`src/sbpr_consts.vh`:
```
// constants of the serial bus phy base register bank
`ifndef SBPR_CONSTS_VH
`define SBPR_CONSTS_VH
`define SBPR_IDX_NODE       4'h0
`define SBPR_IDX_GAP        4'h1
`define SBPR_IDX_EXT        4'h2
`define SBPR_IDX_SPEED      4'h3
`define SBPR_IDX_LINK       4'h4
`define SBPR_IDX_IRQ        4'h5
`define SBPR_IDX_RSVD6      4'h6
`define SBPR_IDX_PAGE       4'h7
`define SBPR_ADDR_W         6
`define SBPR_GAP_RESET      6'h3F
`define SBPR_EXT_VALUE      3'h7
`define SBPR_PORTS_VALUE    4'h6
`define SBPR_SPEED_VALUE    3'h2
`define SBPR_DELAY_VALUE    4'h0
`define SBPR_JITTER_VALUE   3'h0
`define SBPR_LINK_RESET     1'h1
`define SBPR_PAGE_RSVD_LO   3'h2
`define SBPR_PAGE_RSVD_HI   3'h6
`define SBPR_GAP_RHB_BIT    7
`define SBPR_GAP_IBR_BIT    6
`define SBPR_LNK_L_BIT      7
`define SBPR_LNK_C_BIT      6
`define SBPR_IRQ_RESUME_INTERRUPT_ENABLE_BIT   7
`define SBPR_IRQ_SHORT_RESET_REQUEST_BIT   6
`define SBPR_IRQ_CONFIGURATION_TIMEOUT_FLAG_BIT   5
`define SBPR_IRQ_CABLE_POWER_DROP_FLAG_BIT   4
`define SBPR_IRQ_STATE_TIMEOUT_FLAG_BIT   3
`define SBPR_IRQ_PEI_BIT    2
`define SBPR_IRQ_EAA_BIT    1
`define SBPR_IRQ_EMC_BIT    0
`define SBPR_RESP_OKAY      2'h0
`define SBPR_RESP_SLVERR    2'h2
`endif

```
`src/sbpr_regs.v`:
```
// serial bus phy base register bank with axi4-lite slave
`timescale 1ns/10ps
`include "sbpr_consts.vh"
// Operation
// - sixteen registers: eight fixed base, eight paged at 8 to 15.
// - eight pages; page chosen by page-select field in register 7.
// - base register layout does not depend on the selected page.
// - reserved registers and fields read as zero.
// - pages two through six read entirely as zero.
// - register 0: node identifier, root flag, cable-power flag.
// - node id invalid from bus reset until self-id; then status transfer.
// - root flag clears on bus reset, sets when node becomes root.
// - cable-power flag mirrors the cable-power sense input.
// - root request bit: writable, cleared by hardware reset only.
// - long reset request starts long bus reset when idle; clears on resets.
// - six-bit gap count loaded by register write or config packet.
// - gap count 3Fh on hardware reset or two resets without update.
// - extended-set field in register 2 reads 111b.
// - port-count field in register 2 reads six.
// - speed field in register 3 reads 010b.
// - register 3 delay reads 0000b and jitter reads 000.
// - register 7 holds reserved bit, port select, page select; 6 reserved.
// - short reset request starts short reset when idle; clears on bus reset.
// - cable-power-drop flag sets on falling sense; write one clears.
// - configuration-timeout flag sets on event; write one clears.
// - contender and power class load from pins at hardware reset.
module sbpr_regs (
  input  wire        aclk,
  input  wire        aresetn,
  input  wire [5:0]  s_axi_awaddr,
  input  wire        s_axi_awvalid,
  output reg         s_axi_awready,
  input  wire [31:0] s_axi_wdata,
  input  wire [3:0]  s_axi_wstrb,
  input  wire        s_axi_wvalid,
  output reg         s_axi_wready,
  output reg  [1:0]  s_axi_bresp,
  output reg         s_axi_bvalid,
  input  wire        s_axi_bready,
  input  wire [5:0]  s_axi_araddr,
  input  wire        s_axi_arvalid,
  output reg         s_axi_arready,
  output reg  [31:0] s_axi_rdata,
  output reg  [1:0]  s_axi_rresp,
  output reg         s_axi_rvalid,
  input  wire        s_axi_rready,
  input  wire        bus_reset,
  input  wire        self_id_done,
  input  wire [5:0]  self_id_node,
  input  wire        root_won,
  input  wire        cable_power_sense,
  input  wire        config_timeout_event,
  input  wire        state_timeout_event,
  input  wire        port_event,
  input  wire        resume_event,
  input  wire        config_gap_load,
  input  wire [5:0]  config_gap_value,
  input  wire        link_idle,
  input  wire        contender_linkon_pin,
  input  wire [2:0]  power_class_pins,
  output reg  [5:0]  node_identifier,
  output reg         node_id_valid,
  output reg         status_transfer,
  output reg         root_request_bit,
  output reg  [5:0]  gap_count,
  output reg         long_reset_start,
  output reg         short_reset_start,
  output reg         link_active,
  output reg         contender,
  output reg  [2:0]  power_class,
  output reg         arbitration_acceleration_enable,
  output reg         multispeed_concatenation_enable,
  output reg  [3:0]  port_select,
  output reg  [2:0]  page_select
);

  reg       root_flag;
  reg       cable_power_flag;
  reg       cps_prev;
  reg       long_reset_request;
  reg       short_reset_request;
  reg       reset_issued;
  reg       gap_updated;
  reg       strap_pending;
  reg       resume_interrupt_enable;
  reg       configuration_timeout_flag;
  reg       cable_power_drop_flag;
  reg       state_timeout_flag;
  reg       port_event_flag;
  reg       aw_held;
  reg       w_held;
  reg [5:0] aw_addr;
  reg [7:0] w_byte;
  reg       w_lane;
  wire      wr_go;
  wire      wr_hit;
  wire [3:0] wr_idx;
  wire [7:0] wd;

  // mapped when the byte address is word aligned; six address bits span all sixteen words
  function in_map;
    input [5:0] a;
    begin
      in_map = (a[1:0] == 2'h0);
    end
  endfunction

  function page_reserved;
    input [2:0] p;
    begin
      page_reserved = (p >= `SBPR_PAGE_RSVD_LO) && (p <= `SBPR_PAGE_RSVD_HI);
    end
  endfunction

  function [7:0] read_reg;
    input [3:0] idx;
    begin
      case (idx)
        `SBPR_IDX_NODE:  read_reg = {node_identifier, root_flag, cable_power_flag};
        `SBPR_IDX_GAP:   read_reg = {root_request_bit, long_reset_request, gap_count};
        `SBPR_IDX_EXT:   read_reg = {`SBPR_EXT_VALUE, 1'b0, `SBPR_PORTS_VALUE};
        `SBPR_IDX_SPEED: read_reg = {`SBPR_SPEED_VALUE, 1'b0, `SBPR_DELAY_VALUE} | {5'h00, `SBPR_JITTER_VALUE};
        `SBPR_IDX_LINK:  read_reg = {link_active, contender, 3'h0, power_class};
        `SBPR_IDX_IRQ:   read_reg = {resume_interrupt_enable, short_reset_request, configuration_timeout_flag,
                                     cable_power_drop_flag, state_timeout_flag, port_event_flag,
                                     arbitration_acceleration_enable, multispeed_concatenation_enable};
        // port and page select with reserved top bit
        `SBPR_IDX_PAGE:  read_reg = {1'b0, port_select, page_select};
        // reserved register six and paged registers read zero
        default:         read_reg = 8'h00;
      endcase
    end
  endfunction

  // paged space never aliases base fields; no page content is implemented
  function [7:0] read_any;
    input [3:0] idx;
    begin
      if (!idx[3])
        read_any = read_reg(idx);
      else if (page_reserved(page_select))
        read_any = 8'h00;
      else
        read_any = 8'h00;
    end
  endfunction

  assign wr_go  = aw_held && w_held && !s_axi_bvalid;
  assign wr_hit = wr_go && w_lane && in_map(aw_addr);
  assign wr_idx = aw_addr[5:2];
  assign wd     = w_byte;

  // axi write address and data capture, in either order
  always @(posedge aclk) begin
    if (!aresetn) begin
      aw_held       <= 1'b0;
      w_held        <= 1'b0;
      aw_addr       <= 6'h00;
      w_byte        <= 8'h00;
      w_lane        <= 1'b0;
      s_axi_awready <= 1'b0;
      s_axi_wready  <= 1'b0;
      s_axi_bvalid  <= 1'b0;
      s_axi_bresp   <= `SBPR_RESP_OKAY;
    end else begin
      s_axi_awready <= !aw_held && !(s_axi_awvalid && s_axi_awready) && !s_axi_bvalid;
      s_axi_wready  <= !w_held && !(s_axi_wvalid && s_axi_wready) && !s_axi_bvalid;
      if (s_axi_awvalid && s_axi_awready) begin
        aw_held <= 1'b1;
        aw_addr <= s_axi_awaddr;
      end
      if (s_axi_wvalid && s_axi_wready) begin
        w_held <= 1'b1;
        w_byte <= s_axi_wdata[7:0];
        w_lane <= s_axi_wstrb[0];
      end
      if (wr_go) begin
        aw_held      <= 1'b0;
        w_held       <= 1'b0;
        s_axi_bvalid <= 1'b1;
        s_axi_bresp  <= in_map(aw_addr) ? `SBPR_RESP_OKAY : `SBPR_RESP_SLVERR;
      end else if (s_axi_bvalid && s_axi_bready) begin
        s_axi_bvalid <= 1'b0;
      end
    end
  end

  // axi read channel, one cycle answer
  always @(posedge aclk) begin
    if (!aresetn) begin
      s_axi_arready <= 1'b0;
      s_axi_rvalid  <= 1'b0;
      s_axi_rdata   <= 32'h00000000;
      s_axi_rresp   <= `SBPR_RESP_OKAY;
    end else begin
      s_axi_arready <= !s_axi_rvalid && !(s_axi_arvalid && s_axi_arready);
      if (s_axi_arvalid && s_axi_arready) begin
        s_axi_rvalid <= 1'b1;
        if (in_map(s_axi_araddr)) begin
          s_axi_rdata <= {24'h000000, read_any(s_axi_araddr[5:2])};
          s_axi_rresp <= `SBPR_RESP_OKAY;
        end else begin
          s_axi_rdata <= 32'h00000000;
          s_axi_rresp <= `SBPR_RESP_SLVERR;
        end
      end else if (s_axi_rvalid && s_axi_rready) begin
        s_axi_rvalid <= 1'b0;
      end
    end
  end

  // node status, root, cable power
  always @(posedge aclk) begin
    if (!aresetn) begin
      node_identifier  <= 6'h00;
      node_id_valid    <= 1'b0;
      status_transfer  <= 1'b0;
      root_flag        <= 1'b0;
      cable_power_flag <= 1'b0;
      cps_prev         <= 1'b0;
    end else begin
      cable_power_flag <= cable_power_sense;
      cps_prev         <= cable_power_sense;
      status_transfer  <= 1'b0;
      // invalid from bus reset until self-id, then status transfer
      if (bus_reset) begin
        node_id_valid <= 1'b0;
      end else if (self_id_done) begin
        node_identifier <= self_id_node;
        node_id_valid   <= 1'b1;
        status_transfer <= 1'b1;
      end
      if (bus_reset)
        root_flag <= 1'b0;
      else if (root_won)
        root_flag <= 1'b1;
    end
  end

  // writable and event-driven fields
  always @(posedge aclk) begin
    if (!aresetn) begin
      root_request_bit                <= 1'b0;
      long_reset_request              <= 1'b0;
      short_reset_request             <= 1'b0;
      reset_issued                    <= 1'b0;
      long_reset_start                <= 1'b0;
      short_reset_start               <= 1'b0;
      gap_count                       <= `SBPR_GAP_RESET;
      gap_updated                     <= 1'b0;
      link_active                     <= `SBPR_LINK_RESET;
      contender                       <= 1'b0;
      power_class                     <= 3'h0;
      strap_pending                   <= 1'b1;
      resume_interrupt_enable         <= 1'b0;
      configuration_timeout_flag      <= 1'b0;
      cable_power_drop_flag           <= 1'b0;
      state_timeout_flag              <= 1'b0;
      port_event_flag                 <= 1'b0;
      arbitration_acceleration_enable <= 1'b0;
      multispeed_concatenation_enable <= 1'b0;
      port_select                     <= 4'h0;
      page_select                     <= 3'h0;
    end else begin
      long_reset_start  <= 1'b0;
      short_reset_start <= 1'b0;
      // straps caught on first cycle after reset release
      strap_pending <= 1'b0;
      if (strap_pending) begin
        contender   <= contender_linkon_pin;
        power_class <= power_class_pins;
      end
      // only writable fields take write data
      if (wr_hit) begin
        case (wr_idx)
          `SBPR_IDX_GAP: begin
            root_request_bit   <= wd[`SBPR_GAP_RHB_BIT];
            long_reset_request <= wd[`SBPR_GAP_IBR_BIT];
          end
          `SBPR_IDX_LINK: begin
            link_active <= wd[`SBPR_LNK_L_BIT];
            if (!strap_pending) begin
              contender   <= wd[`SBPR_LNK_C_BIT];
              power_class <= wd[2:0];
            end
          end
          `SBPR_IDX_IRQ: begin
            resume_interrupt_enable         <= wd[`SBPR_IRQ_RESUME_INTERRUPT_ENABLE_BIT];
            short_reset_request             <= wd[`SBPR_IRQ_SHORT_RESET_REQUEST_BIT];
            arbitration_acceleration_enable <= wd[`SBPR_IRQ_EAA_BIT];
            multispeed_concatenation_enable <= wd[`SBPR_IRQ_EMC_BIT];
          end
          `SBPR_IDX_PAGE: begin
            port_select <= wd[6:3];
            page_select <= wd[2:0];
          end
          default: begin
          end
        endcase
      end
      // gap count load and two-reset default
      if (bus_reset) begin
        if (!gap_updated)
          gap_count <= `SBPR_GAP_RESET;
        gap_updated <= 1'b0;
      end else if (config_gap_load) begin
        gap_count   <= config_gap_value;
        gap_updated <= 1'b1;
      end else if (wr_hit && wr_idx == `SBPR_IDX_GAP) begin
        gap_count   <= wd[5:0];
        gap_updated <= 1'b1;
      end
      // reset requests clear on bus reset, start once when idle
      if (bus_reset) begin
        long_reset_request  <= 1'b0;
        short_reset_request <= 1'b0;
        reset_issued        <= 1'b0;
      end else if (!reset_issued && link_idle && (long_reset_request || short_reset_request)) begin
        reset_issued      <= 1'b1;
        long_reset_start  <= long_reset_request;
        short_reset_start <= !long_reset_request;
      end
      // sticky flags, set wins over write-one clear
      if (wr_hit && wr_idx == `SBPR_IDX_IRQ) begin
        if (wd[`SBPR_IRQ_CONFIGURATION_TIMEOUT_FLAG_BIT])
          configuration_timeout_flag <= 1'b0;
        if (wd[`SBPR_IRQ_CABLE_POWER_DROP_FLAG_BIT])
          cable_power_drop_flag <= 1'b0;
        if (wd[`SBPR_IRQ_STATE_TIMEOUT_FLAG_BIT])
          state_timeout_flag <= 1'b0;
        if (wd[`SBPR_IRQ_PEI_BIT])
          port_event_flag <= 1'b0;
      end
      if (config_timeout_event)
        configuration_timeout_flag <= 1'b1;
      if (cps_prev && !cable_power_sense)
        cable_power_drop_flag <= 1'b1;
      if (state_timeout_event)
        state_timeout_flag <= 1'b1;
      if (port_event || (resume_event && resume_interrupt_enable))
        port_event_flag <= 1'b1;
    end
  end

endmodule // sbpr_regs

```
`config.mk`:
```
export PLATFORM = sky130hd
export DESIGN_NAME = sbpr_regs
export DESIGN_NICKNAME = d
export VERILOG_FILES = /design/src/sbpr_regs.v
export VERILOG_INCLUDE_DIRS = /design/src
export SDC_FILE = /design/constraint.sdc
export NUM_CORES = 1
export LEC_CHECK = 0
export CAP_MARGIN = 20
export CORE_MARGIN = 2
export CORE_UTILIZATION = 50
export DETAILED_ROUTE_END_ITERATION = 12
export DONT_BUFFER_PORTS = 1
export GPL_TIMING_DRIVEN = 0
export MAX_ROUTING_LAYER = met4
export SLEW_MARGIN = 0
export SYNTH_ARGS = -nofsm -noshare
export SYNTH_HDL_FRONTEND = slang
export SYNTH_SLANG_ARGS = --single-unit
```
`constraint.sdc`:
```
create_clock -name aclk -period 1.7 [get_ports aclk]
set_input_delay 0 -clock aclk [delete_from_list [all_inputs] [get_ports aclk]]
set_output_delay 0 -clock aclk [all_outputs]
set_load 0.005 [all_outputs]
```
; Yosys cells after proc, flatten, opt, wreduce, memory -nomap -nowiden
; Index checks and enable logic that the tools add are counted.
[totals]
regBits = 101
input_bits = 81
out_inout_bits = 72
word_cells = 150
[op_classes]
eq_ne = 11
muxes = 37
n_bitwise = 3
reduce_logical = 60
[ops]
columns = op, count
row1 = $pmux 8 s7, 1
row2 = $eq 4x3->1 const B, 6
row3 = $mux 1, 24
row4 = $mux 6, 4
row5 = $reduce_bool 2->1, 11
row6 = $logic_and 1x1->1, 20
row7 = $reduce_and 2->1, 10
row8 = $mux 8, 2
row9 = $mux 3, 4
row10 = $logic_not 1->1, 10
row11 = $eq 4x1->1 const B, 2
row12 = $eq 4x2->1 const B, 2
row13 = $logic_not 2->1, 2
row14 = $logic_not 4->1, 1
row15 = $mux 2, 2
row16 = $reduce_or 2->1, 2
row17 = $not 1->1, 3
row18 = $reduce_bool 3->1, 1
row19 = $reduce_or 3->1, 1
row20 = $logic_or 1x1->1, 2
row21 = $ne 2x2->1 const B, 1

; Depth between registers and ports, before layout
; Gate-level depths: netlist of run 1.
[depth]
word_depth = 8
depth_mapped = 6

; Worst setup path before layout of run 1
; No wires, ideal clock.
[synth_timing]
path_kind = register to register
start = register s_axi_bvalid
end = register short_reset_request
setup_ns = 0.128
arrival_time_ns = 1.240
t_required_ns = 1.572
path_slack_ns = 0.333
stages_incl_launch_ff = 7
path_buffers = 2
synth_period_minus_slack_ns = 1.367
path_cell_list = dfxtp_1 -> and3b_1 -> buf_2 -> and3_1 -> buf_2 -> mux2i_1 -> nor2_1
[synth_between]
elab_chain_cells = 5
[synth_lines]
columns = item, line_no
row1 = start: declaration, sbpr_regs.v:38  ; output reg s_axi_bvalid,
row2 = start signal: assignment, sbpr_regs.v:163  ; s_axi_bvalid <= 1'b0;
row3 = start signal: assignment, sbpr_regs.v:180  ; s_axi_bvalid <= 1'b1;
row4 = start signal: assignment, sbpr_regs.v:183  ; s_axi_bvalid <= 1'b0;
row5 = $logic_not 1->1, sbpr_regs.v:148  ; assign wr_go = aw_held && w_held && !s_axi_bvalid;
row6 = $logic_and 1x1->1, sbpr_regs.v:148
row7 = $logic_and 1x1->1 (2 in a row), sbpr_regs.v:149  ; assign wr_hit = wr_go && w_lane && in_map(aw_addr);
row8 = $reduce_and 2->1 (no source line), -
row9 = end signal: assignment, sbpr_regs.v:289  ; short_reset_request <= wd[`SBPR_IRQ_SHORT_RESET_REQUEST_BIT];
row10 = end: declaration, sbpr_regs.v:81  ; reg short_reset_request;
; No other way between the ends.
; A chain may end at the register's enable or synchronous reset.

; Final worst setup path of run 1
[layout_timing]
start = register s_axi_bvalid
end = register gap_count[1]
[layout_between]
elab_chain_cells = 7
[layout_lines]
columns = item, line_no
row1 = $logic_not 1->1, sbpr_regs.v:148
row2 = $logic_and 1x1->1, sbpr_regs.v:148
row3 = $logic_and 1x1->1 (2 in a row), sbpr_regs.v:149
row4 = $logic_and 1x1->1 (no source line), -
row5 = $reduce_bool 3->1 (no source line), -
row6 = $reduce_and 2->1 (no source line), -
row7 = end signal: assignment, sbpr_regs.v:249  ; gap_count <= `SBPR_GAP_RESET;
row8 = end signal: assignment, sbpr_regs.v:304  ; gap_count <= `SBPR_GAP_RESET;
row9 = end signal: assignment, sbpr_regs.v:307  ; gap_count <= config_gap_value;
row10 = end: declaration, sbpr_regs.v:65  ; output reg [5:0] gap_count,
; No other way between the ends.

==> implementation parameters, run 1 <==
Parameter                              Value

Pwr
  Cell leakage power ... 0.00179 µW
  Peak VDD IR ... 569 µV
  Total power per unit cell area ... 852 nW/µm²

Route
  Total wirelength of the detailed-routed design ... 9.35 mm
  Post-detailed-route via-to-cell ratio ... 5.37
  Via Count ... 2,950
  Detailed-routing iteration count for the pre-antenna-repair pass ... 5
  Residual DRC count ... 0
  Routed len/inst ... 17.0 µm
  Remaining antenna violation count ... 0
  Number of DRC markers in iteration 0 ... 127

Logic synthesis
  Largest cells by area after synthesis ... sky130_fd_sc_hd__dfxtp_1 (45%), sky130_fd_sc_hd__mux2i_1 (10%), sky130_fd_sc_hd__buf_4 (6.0%), sky130_fd_sc_hd__a21oi_1 (4.6%), sky130_fd_sc_hd__nand2_1 (4.0%)
  Cell taking the most area after synthesis ... sky130_fd_sc_hd__dfxtp_1
  Part of the Yosys area used for sequential elements ... 44.6%
  EDFF count, synth ... 0
  Fraction of synthesis flops using an asynchronous set or reset pin ... 0%
  Avg Synthesized Cell Area ... 8.99 µm²
  Ys flop type ... sky130_fd_sc_hd__dfxtp_1
  Yosys warns ... 0
  Count of different cell masters after synthesis ... 49
  Post-synth top area share ... 44.6%
  Flop and latch count out of synthesis ... 75
  Cell count after synthesis ... 375
  Total standard cell area after synthesis ... 3370 µm²

Setup path
  Critical path buffer and inverter count ... 1
  Crit-path max cell delay ... 370 ps
  Arrival time reported for the critical path endpoint ... 1890 ps
  Data required time of the critical path ... 1980 ps
  Sequence of cells on the critical path ... and3b_1 > buf_2 > nand4_4 > a22oi_4 > mux2i_1
  Critical setup path kind ... reg -> reg
  Worst R2R Setup Slack ... 90 ps
  Slowest cell on crit path ... sky130_fd_sc_hd__dfxtp_1
  CP max FO ... 7
  Endpoint class of the critical path ... register
  Startpoint types ... register
  Dominant delay contributor by cell family on the critical path ... simple AND/OR/NAND/NOR gates

Die
  Die span in y ... 86.1 µm
  Placeable core region ... 6420 µm²
  Chip Width ... 86.1 µm
  I/O pin count ... 153
  Num rows ... 29
  Initial Util ... 52.5%
  Die outline area ... 7410 µm²

GRT
  Number of antenna violations at the first check in global routing ... 0
  Wire length of the first global-routing pass ... 14.6 mm
  Number of global-route vias before repair ... 2,898
  Overall fraction of global-route tracks in use ... 26.8%
  Residual overflow from global routing ... 0
  Largest net degree at the start of global routing ... 12

Timing
  Setup TNS ... 0 ps
  RSZ-0062 raised after global routing ... no
  Final setup fails ... 0
  Minimum setup slack in the final design ... 94.0 ps
  Clock period minus worst slack ... 1610 ps
  Portion of the clock cycle consumed by the worst path in the final layout ... 94.5%
  Final clock skew ... 7.94 ps
  Max Fclk ... 0.623 GHz
  Final hold violations ... 0
  Max-slew violation total from the final report ... 0
  Slew at the pin with the worst max-slew slack ... 706 ps
  Relative slew slack ... 52.9%

Finish
  Storage cell area ... 1500 µm²
  Count of inserted antenna diode cells ... 0
  Total non-filler cell area in the finished layout ... 4310 µm²
  Share of post-route cells with drive strength above 1 ... 12.5%
  P&R area growth vs syn ... 28.0%
  Area of the multi-input gates ... 1650 µm²
  NumNets Final ... 548
  Layout fillers ... 572

Placement
  Number of I/O port buffers ... 0
  Setup Slack @ Placement ... 135 ps
  Post-DP HPWL ... 6.44 mm
  Post-detailed-placement cell area ... 3560 µm²
  GPL Wtd Cong ... 0.860

Hold path
  Worst hold path type ... in -> reg

Clock tree
  CTS Buffer Depth ... 2
  Clock slew at the register clock pins of the worst setup and hold paths ... 70 ps
  TritonCTS clock tree ... yes
  # clock sinks ... 75
  Buffers inserted by post-CTS timing repair ... 0
  Number of clock buffers inserted by TritonCTS ... 9
  H-tree levels ... 3
  Insertion delay of the later-clocked pin in the worst-skew pair ... 350 ps
  CTS Root Cell ... sky130_fd_sc_hd__clkbuf_8

Run
  Number of maximum-capacitance violations ... 0

Run status
  Outcome ... finished, final reports clean
[registers in the layout, summed over array words and instances, names as in the netlist, 3 cells and up]
register / count
s_axi_rdata: 8
w_byte: 8
aw_addr: 6
gap_count: 6
node_identifier: 6
port_select: 4
page_select: 3
power_class: 3
[area by class of cell]
cell class                      instances  share of cell area [%]
Inverter                                7                   0.609
Clock buffer                           15                    4.32
Timing Repair Buffer                   56                    13.0
Clock inverter                          1                   0.116
Multi-Input combinational cell        271                    38.2
Tap cell                               77                    2.23
Buffer                                 47                    6.67
Sequential cell                        75                    34.8
[cells in the mapped netlist (all sizes together), types with 2 or more instances]
master / n
a31oi: 3
nand2b: 8
a22oi: 4
nor2: 36
a22o: 6
a21o: 3
nand2: 36
nor3b: 3
mux2i: 34
inv: 7
a21oi: 31
o22ai: 4
nand3b: 2
and3: 5
clkbuf: 12
nor3: 6
o21ai: 13
and3b: 2
a2bb2oi: 2
nand3: 9
nand4: 2
nor4b: 2
and2: 3
dfxtp: 75
nor2b: 10
mux2: 3
a211oi: 6
buf: 35
o31ai: 2
[cells in the final DEF (no fill, tap or decap), types with 2 or more instances in the layout]
master,netlist,routed
sky130_fd_sc_hd__dfxtp_1,75,75
sky130_fd_sc_hd__dlygate4sd3_1,0,56
sky130_fd_sc_hd__nor2_1,36,36
sky130_fd_sc_hd__nand2_1,36,36
sky130_fd_sc_hd__mux2i_1,34,34
sky130_fd_sc_hd__a21oi_1,31,31
sky130_fd_sc_hd__buf_4,27,27
sky130_fd_sc_hd__conb_1,1,26
sky130_fd_sc_hd__clkbuf_1,11,13
sky130_fd_sc_hd__o21ai_0,13,13
sky130_fd_sc_hd__clkbuf_8,0,13
sky130_fd_sc_hd__nor2b_1,10,10
sky130_fd_sc_hd__nand2b_1,8,8
sky130_fd_sc_hd__nand3_1,8,8
sky130_fd_sc_hd__buf_2,7,7
sky130_fd_sc_hd__a211oi_1,6,6
sky130_fd_sc_hd__inv_1,6,6
sky130_fd_sc_hd__nor3_1,6,6
sky130_fd_sc_hd__a22o_1,6,6
sky130_fd_sc_hd__and3_1,5,5
sky130_fd_sc_hd__o22ai_1,4,4
sky130_fd_sc_hd__a22oi_1,3,3
sky130_fd_sc_hd__mux2_2,3,3
sky130_fd_sc_hd__nor3b_1,3,3
sky130_fd_sc_hd__a31oi_1,3,3
sky130_fd_sc_hd__a21o_1,3,3
sky130_fd_sc_hd__and2_1,3,3
sky130_fd_sc_hd__nand3b_1,2,2
sky130_fd_sc_hd__o31ai_1,2,2
sky130_fd_sc_hd__a2bb2oi_1,2,2
[worst paths after layout]
| check | cells past startpoint | end | startpoint |
|---|---|---|---|
| hold reg to reg | 1 | s_axi_arready | s_axi_rvalid |
| hold / removal | 3 | cable_power_drop_flag | aresetn |
| setup reg to reg | 5 | gap_count[1] | s_axi_bvalid |
| setup / recovery | 5 | gap_count[1] | s_axi_bvalid |
[repair_timing]
action,CTS,global route
gates resized for setup,0,0
hold buffers,56,0
hold endpoints to repair,46,0
[kinds of logic (layout without fill, tap and decap cells)]
| logic type | after synthesis | after routing | share of synthesized area, % |
|---|---|---|---|
| buf+inv | 54 | 126 | 9.32 |
| other cells | 1 | 26 | 0.111 |
| simple gates | 129 | 129 | 20.0 |
| flops | 75 | 75 | 44.6 |
| compound gates | 79 | 79 | 14.9 |
| mux | 37 | 37 | 11.1 |
[layer usage]
metal  wire, µm  vias up  track usage, %
met5          0        -               -
met1       4040     1381            32.1
met3        660       16            8.18
met4        194        0            7.50
li1           -     1444               -
met2       4450      109            43.8
[power by group]
| group | total [µW] | switching [µW] | internal [µW] |
|---|---|---|---|
| Clock | 1330 | 639 | 690 |
| Sequential | 1900 | 74.7 | 1830 |
| Combinational | 445 | 214 | 231 |
[per-stage QoR]
step                      hold slack, ps  power (µW)  util, %  cells
after floorplan                      111        2190        -    400
final                               18.6        3670     67.1    549
after global placement               113        2270     55.4    477
after detailed placement             127        2270     55.4    477
after CTS                           15.1        3670     67.1    549
after global routing                39.9        3810     67.1    549
[worst reg2reg max path, delay by kind of cell, from the launching register on]
kind	cells	cell delay, ps
and+or+nand+nor	2	440
DFF	1	370
AOI/OAI and AO/OA	1	310
muxes	1	230
buffers and inverters	1	190
Power figures use the tool's default switching activity.
==> run 2: changes to the inputs <==
- CORE_ASPECT_RATIO: unset -> 0.9
- GPL_ROUTABILITY_DRIVEN: unset -> 0
- RECOVER_POWER: unset -> 100
==> implementation parameters, run 2 (synthesis results as in run 1) <==
Parameter                              Value

Run status
  Outcome ... finished, final reports clean (unchanged)

Finish
  Most common library cell in the layout ignoring fill and taps ... sky130_fd_sc_hd__dfxtp_1 (unchanged)
  Final Non-Filler Cells ... 563 (was 549)
  Share of post-route cells with drive strength above 1 ... 12.3% (was 12.5%)
  P&R area growth vs syn ... 28.4% (was 28.0%)
  Final core occ ... 66.1% (was 67.1%)
  Leading cell types in the layout, fill and taps excluded ... sky130_fd_sc_hd__dfxtp_1 (75), sky130_fd_sc_hd__dlygate4sd3_1 (55), sky130_fd_sc_hd__nor2_1 (36), sky130_fd_sc_hd__nand2_1 (36), sky130_fd_sc_hd__mux2i_1 (34) (was sky130_fd_sc_hd__dfxtp_1 (75), sky130_fd_sc_hd__dlygate4sd3_1 (56), sky130_fd_sc_hd__nor2_1 (36), sky130_fd_sc_hd__nand2_1 (36), sky130_fd_sc_hd__mux2i_1 (34))
  Leading registers by flop count ... s_axi_rdata: 8 flops, w_byte: 8 flops (unchanged)
  Storage cell area ... 1500 µm² (unchanged)
  Count of inserted antenna diode cells ... 0 (unchanged)
  NumNets Final ... 549 (was 548)
  Total non-filler cell area in the finished layout ... 4330 µm² (was 4310 µm²)
  Area of the multi-input gates ... 1640 µm² (was 1650 µm²)
  Layout fillers ... 567 (was 572)

GRT
  Residual overflow from global routing ... 0 (unchanged)
  Number of global-route vias before repair ... 2,773 (was 2,898)
  Wire length of the first global-routing pass ... 14.2 mm (was 14.6 mm)
  Largest net degree at the start of global routing ... 15 (was 12)
  Number of antenna violations at the first check in global routing ... 0 (unchanged)
  Overall fraction of global-route tracks in use ... 25.9% (was 26.8%)

Timing
  Max-slew violation total from the final report ... 0 (unchanged)
  Setup TNS ... 0 ps (unchanged)
  Clock period minus worst slack ... 1590 ps (was 1610 ps)
  Slew at the pin with the worst max-slew slack ... 705 ps (was 706 ps)
  Minimum setup slack in the final design ... 111 ps (was 94.0 ps)
  Final setup fails ... 0 (unchanged)
  Relative slew slack ... 53.0% (was 52.9%)
  Final clock skew ... 9.82 ps (was 7.94 ps)
  RSZ-0062 raised after global routing ... no (unchanged)
  Final hold violations ... 0 (unchanged)
  Portion of the clock cycle consumed by the worst path in the final layout ... 93.5% (was 94.5%)
  Max Fclk ... 0.629 GHz (was 0.623 GHz)

Clock tree
  TritonCTS clock tree ... yes (unchanged)
  CTS Root Cell ... sky130_fd_sc_hd__clkbuf_8 (unchanged)
  # clock sinks ... 75 (unchanged)
  CTS Buffer Depth ... 2 (unchanged)
  Number of clock buffers inserted by TritonCTS ... 9 (unchanged)
  Clock slew at the register clock pins of the worst setup and hold paths ... 80 ps (was 70 ps)
  H-tree levels ... 3 (unchanged)
  Insertion delay of the later-clocked pin in the worst-skew pair ... 360 ps (was 350 ps)

Die
  Chip Width ... 90.5 µm (was 86.1 µm)
  I/O pin count ... 153 (unchanged)
  Initial Util ... 51.4% (was 52.5%)
  Die span in y ... 81.9 µm (was 86.1 µm)
  Placeable core region ... 6550 µm² (was 6420 µm²)
  Num rows ... 28 (was 29)
  Die outline area ... 7410 µm² (about the same)

Route
  Number of DRC markers in iteration 0 ... 121 (was 127)
  Routed len/inst ... 16.9 µm (was 17.0 µm)
  Post-detailed-route via-to-cell ratio ... 5.24 (was 5.37)
  Detailed-routing iteration count for the pre-antenna-repair pass ... 4 (was 5)
  Remaining antenna violation count ... 0 (unchanged)
  Total wirelength of the detailed-routed design ... 9.51 mm (was 9.35 mm)
  Via Count ... 2,951 (was 2,950)
  Residual DRC count ... 0 (unchanged)

Pwr
  Peak VDD IR ... 748 µV (was 569 µV)
  Cell leakage power ... 0.00178 µW (was 0.00179 µW)
  Total power per unit cell area ... 864 nW/µm² (was 852 nW/µm²)

Setup path
  Arrival time reported for the critical path endpoint ... 1860 ps (was 1890 ps)
  Critical setup path kind ... reg -> reg (unchanged)
  Startpoint types ... register (unchanged)
  Endpoint class of the critical path ... register (unchanged)
  Data required time of the critical path ... 1980 ps (about the same)
  CP max FO ... 8 (was 7)

Placement
  Number of I/O port buffers ... 0 (unchanged)
  Post-DP HPWL ... 6.61 mm (was 6.44 mm)
  Number of placed instances, taps included ... 490 (was 477)
  Post-detailed-placement cell area ... 3580 µm² (was 3560 µm²)
  Setup Slack @ Placement ... 116 ps (was 135 ps)

Run
  Number of maximum-capacitance violations ... 0 (unchanged)

Hold path
  Worst hold path type ... in -> reg (unchanged)
## run 2: cell types whose count changed in the layout (fill, tap and decap cells not counted), moves of 2 or more
cell and change:
sky130_fd_sc_hd__clkinvlp_4 +2, sky130_fd_sc_hd__inv_6 +2, sky130_fd_sc_hd__clkbuf_8 -4, sky130_fd_sc_hd__and2_1 -2, sky130_fd_sc_hd__clkbuf_1 +2, sky130_fd_sc_hd__and2_0 +2
## run 2: area by class of cell
cell class / instances / area share (%)
multi-input cells: 271 / 38.0
flip-flops and latches: 75 / 34.7
repair buffers: 57 / 12.9
plain buffers: 47 / 6.62
clock buffers: 9 / 2.86
well taps: 90 / 2.60
clock inverters: 7 / 1.76
inverters: 7 / 0.607
## run 2: repair_timing
item                                   CTS  global route
setup buffers                            0             2
resized for setup                        0             0
endpoints found under the hold margin   46             0
hold buffers                            55             0
setup endpoints to repair                0             1
## run 2: power by group
part | internal (µW) | leakage (µW) | switching (µW)
Clock | 688 | 0.0000962 | 707
Combinational | 229 | 0.00107 | 215
Sequential | 1820 | 0.000613 | 74.2
Total | 2740 | 0.00178 | 996
## run 2: stage by stage
| step | hold slack, ps | power (µW) |
|---|---|---|
| final | 38.7 | 3740 |
| after global placement | 115 | 2260 |
| after CTS | 10.6 | 3740 |
| after floorplan | 111 | 2190 |
| after global routing | 66.5 | 3880 |
| after detailed placement | 116 | 2270 |
## run 2: path summary, 6_finish.rpt
| check | start | end | slack, ps | cells past startpoint |
|---|---|---|---|---|
| max | s_axi_awready | aw_addr[5] | 110 | 4 |
| min | s_axi_awvalid | aw_held | 40 | 3 |
| max reg2reg | s_axi_awready | aw_addr[5] | 110 | 4 |
| min reg2reg | reset_issued | reset_issued | 470 | 2 |
## run 2: per-layer routing
metal	GRT usage (%)	routed length, µm	share of wire, %
met4	9.69	199	2.1
met3	8.07	615	6.5
met5	-	0	0
met2	43.3	4600	48
met1	29.7	4090	43
## run 2: critical path, stage by stage (launching register included)
cell                            delay [ps]
sky130_fd_sc_hd__dfxtp_1               350
sky130_fd_sc_hd__clkbuf_1              290
sky130_fd_sc_hd__nand3_1               140
sky130_fd_sc_hd__dlygate4sd3_1         590
sky130_fd_sc_hd__a21oi_1               140
==> run 3: changes to the inputs <==
- ABC_AREA: unset -> 1
==> implementation parameters, run 3 <==
Parameter                              Value

Timing
  Max Fclk ... 0.621 GHz (was 0.629 GHz)
  Final hold violations ... 0 (unchanged)
  Final setup fails ... 0 (unchanged)
  Portion of the clock cycle consumed by the worst path in the final layout ... 94.7% (was 93.5%)
  Setup TNS ... 0 ps (unchanged)
  Final clock skew ... 10.5 ps (was 9.82 ps)
  Max-slew violation total from the final report ... 0 (unchanged)
  Relative slew slack ... 59.5% (was 53.0%)
  Clock period minus worst slack ... 1610 ps (was 1590 ps)
  Slew at the pin with the worst max-slew slack ... 608 ps (was 705 ps)
  RSZ-0062 raised after global routing ... no (unchanged)

Clock tree
  CTS Root Cell ... sky130_fd_sc_hd__clkbuf_8 (unchanged)
  Clock slew at the register clock pins of the worst setup and hold paths ... 80 ps (about the same)
  Buffers inserted by post-CTS timing repair ... 0 (unchanged)
  TritonCTS clock tree ... yes (unchanged)
  Number of clock buffers inserted by TritonCTS ... 9 (unchanged)
  Post-cts repair resize count ... 0 (unchanged)
  # clock sinks ... 75 (unchanged)
  H-tree levels ... 3 (unchanged)
  CTS Buffer Depth ... 2 (unchanged)
  Insertion delay of the later-clocked pin in the worst-skew pair ... 360 ps (about the same)

Logic synthesis
  Largest cells by area after synthesis ... sky130_fd_sc_hd__dfxtp_1 (43%), sky130_fd_sc_hd__nand2_1 (10%), sky130_fd_sc_hd__nand3_1 (9.4%), sky130_fd_sc_hd__buf_4 (6.3%), sky130_fd_sc_hd__a21oi_1 (6.1%) (was sky130_fd_sc_hd__dfxtp_1 (45%), sky130_fd_sc_hd__mux2i_1 (10%), sky130_fd_sc_hd__buf_4 (6.0%), sky130_fd_sc_hd__a21oi_1 (4.6%), sky130_fd_sc_hd__nand2_1 (4.0%))
  Fraction of the mapped netlist area in adder cells ... 0% (unchanged)
  Area share of and/or/nand/nor cells after synthesis ... 31.0% (was 20.0%)
  Avg Synthesized Cell Area ... 7.20 µm² (was 8.99 µm²)
  Cell taking the most area after synthesis ... sky130_fd_sc_hd__dfxtp_1 (unchanged)
  Xor-xnor portion of the synthesized cell area ... 0% (unchanged)
  Post-synth top area share ... 43.4% (was 44.6%)
  Cell count after synthesis ... 481 (was 375)
  Flop and latch count out of synthesis ... 75 (unchanged)
  Largest family of logic cells by synthesized area ... simple AND/OR/NAND/NOR gates (unchanged)
  Yosys warns ... 0 (unchanged)
  Count of different cell masters after synthesis ... 24 (was 49)
  Total standard cell area after synthesis ... 3460 µm² (was 3370 µm²)
  Fraction of synthesis flops using an asynchronous set or reset pin ... 0% (unchanged)
  Part of the Yosys area used for sequential elements ... 43.4% (was 44.6%)
  Post-synthesis compound-gate area fraction ... 12.6% (was 14.9%)
  Ys flop type ... sky130_fd_sc_hd__dfxtp_1 (unchanged)
  Leading cell type by number of instances after synthesis ... sky130_fd_sc_hd__nand2_1 (was sky130_fd_sc_hd__dfxtp_1)
  EDFF count, synth ... 0 (unchanged)
  Proportion of synthesized area in mux cells ... 0% (was 11.1%)
  Most common library cells after synthesis ... sky130_fd_sc_hd__nand2_1 (96), sky130_fd_sc_hd__dfxtp_1 (75), sky130_fd_sc_hd__nand3_1 (65) (was sky130_fd_sc_hd__dfxtp_1 (75), sky130_fd_sc_hd__nand2_1 (36), sky130_fd_sc_hd__nor2_1 (36))

Placement
  Post-DP HPWL ... 7.29 mm (was 6.61 mm)
  Number of I/O port buffers ... 0 (unchanged)
  Number of placed instances, taps included ... 596 (was 490)

GRT
  Largest net degree at the start of global routing ... 14 (was 15)
  Wire length of the first global-routing pass ... 16.0 mm (was 14.2 mm)
  Number of antenna violations at the first check in global routing ... 0 (unchanged)
  Overall fraction of global-route tracks in use ... 27.6% (was 25.9%)
  Residual overflow from global routing ... 0 (unchanged)
  Number of global-route vias before repair ... 3,184 (was 2,773)

Finish
  P&R area growth vs syn ... 26.1% (was 28.4%)
  Share of post-route cells with drive strength above 1 ... 11.7% (was 12.3%)
  Final Non-Filler Cells ... 662 (was 563)
  Leading cell types in the layout, fill and taps excluded ... sky130_fd_sc_hd__nand2_1 (97), sky130_fd_sc_hd__dfxtp_1 (75), sky130_fd_sc_hd__nand3_1 (66) (was sky130_fd_sc_hd__dfxtp_1 (75), sky130_fd_sc_hd__dlygate4sd3_1 (55), sky130_fd_sc_hd__nor2_1 (36), sky130_fd_sc_hd__nand2_1 (36), sky130_fd_sc_hd__mux2i_1 (34))
  Final core occ ... 65.6% (was 66.1%)
  Most common library cell in the layout ignoring fill and taps ... sky130_fd_sc_hd__nand2_1 (was sky130_fd_sc_hd__dfxtp_1)
  Leading registers by flop count ... s_axi_rdata: 8 flops, w_byte: 8 flops (unchanged)
  Count of inserted antenna diode cells ... 0 (unchanged)
  NumNets Final ... 649 (was 549)

Pwr
  Total power per unit cell area ... 894 nW/µm² (was 864 nW/µm²)
  Peak VDD IR ... 635 µV (was 748 µV)
  Cell leakage power ... 0.00196 µW (was 0.00178 µW)
  Overall Power ... 3900 µW (was 3740 µW)

Route
  Total wirelength of the detailed-routed design ... 9.93 mm (was 9.51 mm)
  Remaining antenna violation count ... 0 (unchanged)
  Post-detailed-route via-to-cell ratio ... 5.09 (was 5.24)
  Routed len/inst ... 15.0 µm (was 16.9 µm)
  Via Count ... 3,370 (was 2,951)
  Residual DRC count ... 0 (unchanged)
  Number of DRC markers in iteration 0 ... 174 (was 121)
  Detailed-routing iteration count for the pre-antenna-repair pass ... 4 (unchanged)

Setup path
  Sequence of cells on the critical path ... dlygate4sd3_1 > nor2_1 > dlygate4sd3_1 > a21oi_1 > dlygate4sd3_1 (was clkbuf_1 > nand3_1 > dlygate4sd3_1 > a21oi_1)
  Critical setup path kind ... in -> reg (was reg -> reg)
  Crit-path max cell delay ... 570 ps (was 590 ps)
  Arrival time reported for the critical path endpoint ... 1850 ps (was 1860 ps)
  Endpoint class of the critical path ... register (unchanged)
  CP max FO ... 2 (was 8)
  Slowest cell on crit path ... sky130_fd_sc_hd__dlygate4sd3_1 (unchanged)
  Startpoint types ... input pin (was register)
  Dominant delay contributor by cell family on the critical path ... buffers and inverters (unchanged)
  Critical path buffer and inverter count ... 3 (was 2)
  Dominant cell type by count on the critical path ... sky130_fd_sc_hd__dlygate4sd3_1
  Data required time of the critical path ... 1940 ps (was 1980 ps)

Die
  Num rows ... 28 (unchanged)
  Initial Util ... 52.0% (was 51.4%)
  Placeable core region ... 6660 µm² (was 6550 µm²)
  Die span in y ... 83.0 µm (was 81.9 µm)
  I/O pin count ... 153 (unchanged)
  Die outline area ... 7610 µm² (was 7410 µm²)
  Chip Width ... 91.7 µm (was 90.5 µm)

Run
  Number of maximum-capacitance violations ... 0 (unchanged)

Run status
  Outcome ... finished, final reports clean (unchanged)

Hold path
  Worst hold path type ... in -> reg (unchanged)
-- run 3: changes by cell type after synthesis, sizes merged, moves of 11 or more --
cell / previous run / this run
nor2: 36 / 61
o21ai: 13 / 43
mux2i: 34 / 0
nand3: 9 / 66
inv: 7 / 38
nand2: 36 / 102
a21oi: 31 / 42
-- run 3: where the power goes --
part           internal, µW  switching (µW)  total (µW)  leakage [µW]
clock                   823             693        1520      0.000106
sequential             1840            77.0        1910      0.000614
combinational           218             257         474       0.00124
total                  2880            1030        3900       0.00196
-- run 3: final timing paths --
| check | depth (start not counted) | startpoint | slack [ps] | to |
|---|---|---|---|---|
| setup / recovery | 5 | s_axi_araddr[0] | 90 | s_axi_rresp[1] |
| hold / removal | 3 | s_axi_wvalid | 10 | w_byte[0] |
| setup reg to reg | 5 | s_axi_awready | 160 | aw_addr[0] |
| hold reg to reg | 1 | aw_held | 470 | s_axi_awready |
-- run 3: per-layer routing --
layer	global-route usage [%]	part of all wire, %	wire, µm
met3	9.35	8.3	825
met5	-	0	0
met4	5.70	0.75	74
met1	34.6	45	4460
met2	43.6	46	4570
-- run 3: repair_timing --
action	CTS	global route
setup endpoints to repair	0	1
hold endpoints to repair	51	0
hold buffers	52	0
-- run 3: kinds of logic (layout without fill, tap and decap cells) --
| kind of cell | after synthesis | after routing |
|---|---|---|
| AND/OR/NAND/NOR | 238 | 238 |
| flip-flops | 75 | 75 |
| other | 1 | 26 |
| AO/OA/AOI/OAI | 86 | 86 |
| buffers and inverters | 81 | 147 |
-- run 3: area by class of cell --
cell class,count,area (µm²)
multi-input combinational,350,1590
tap,90,113
inverter,38,143
sequential,75,1500
clock inverter,6,90.1
clock buffer,9,124
timing repair buffer,52,520
fill,585,2290
buffer,42,284
-- run 3: through the flow --
step	hold slack, ps	instance area (µm²)	setup slack, ps
floorplan	97.6	3560	542
global placement	98.4	3670	309
detailed placement	104	3670	333
CTS	12.7	4400	28.8
global route	29.0	4370	9.96
finish	12.6	4370	90.9
-- run 3: tightest hold or removal path, delay by kind of cell --
kind             cells  cell delay, ps
AO/OA/AOI/OAI        2             220
AND/OR/NAND/NOR      1             110
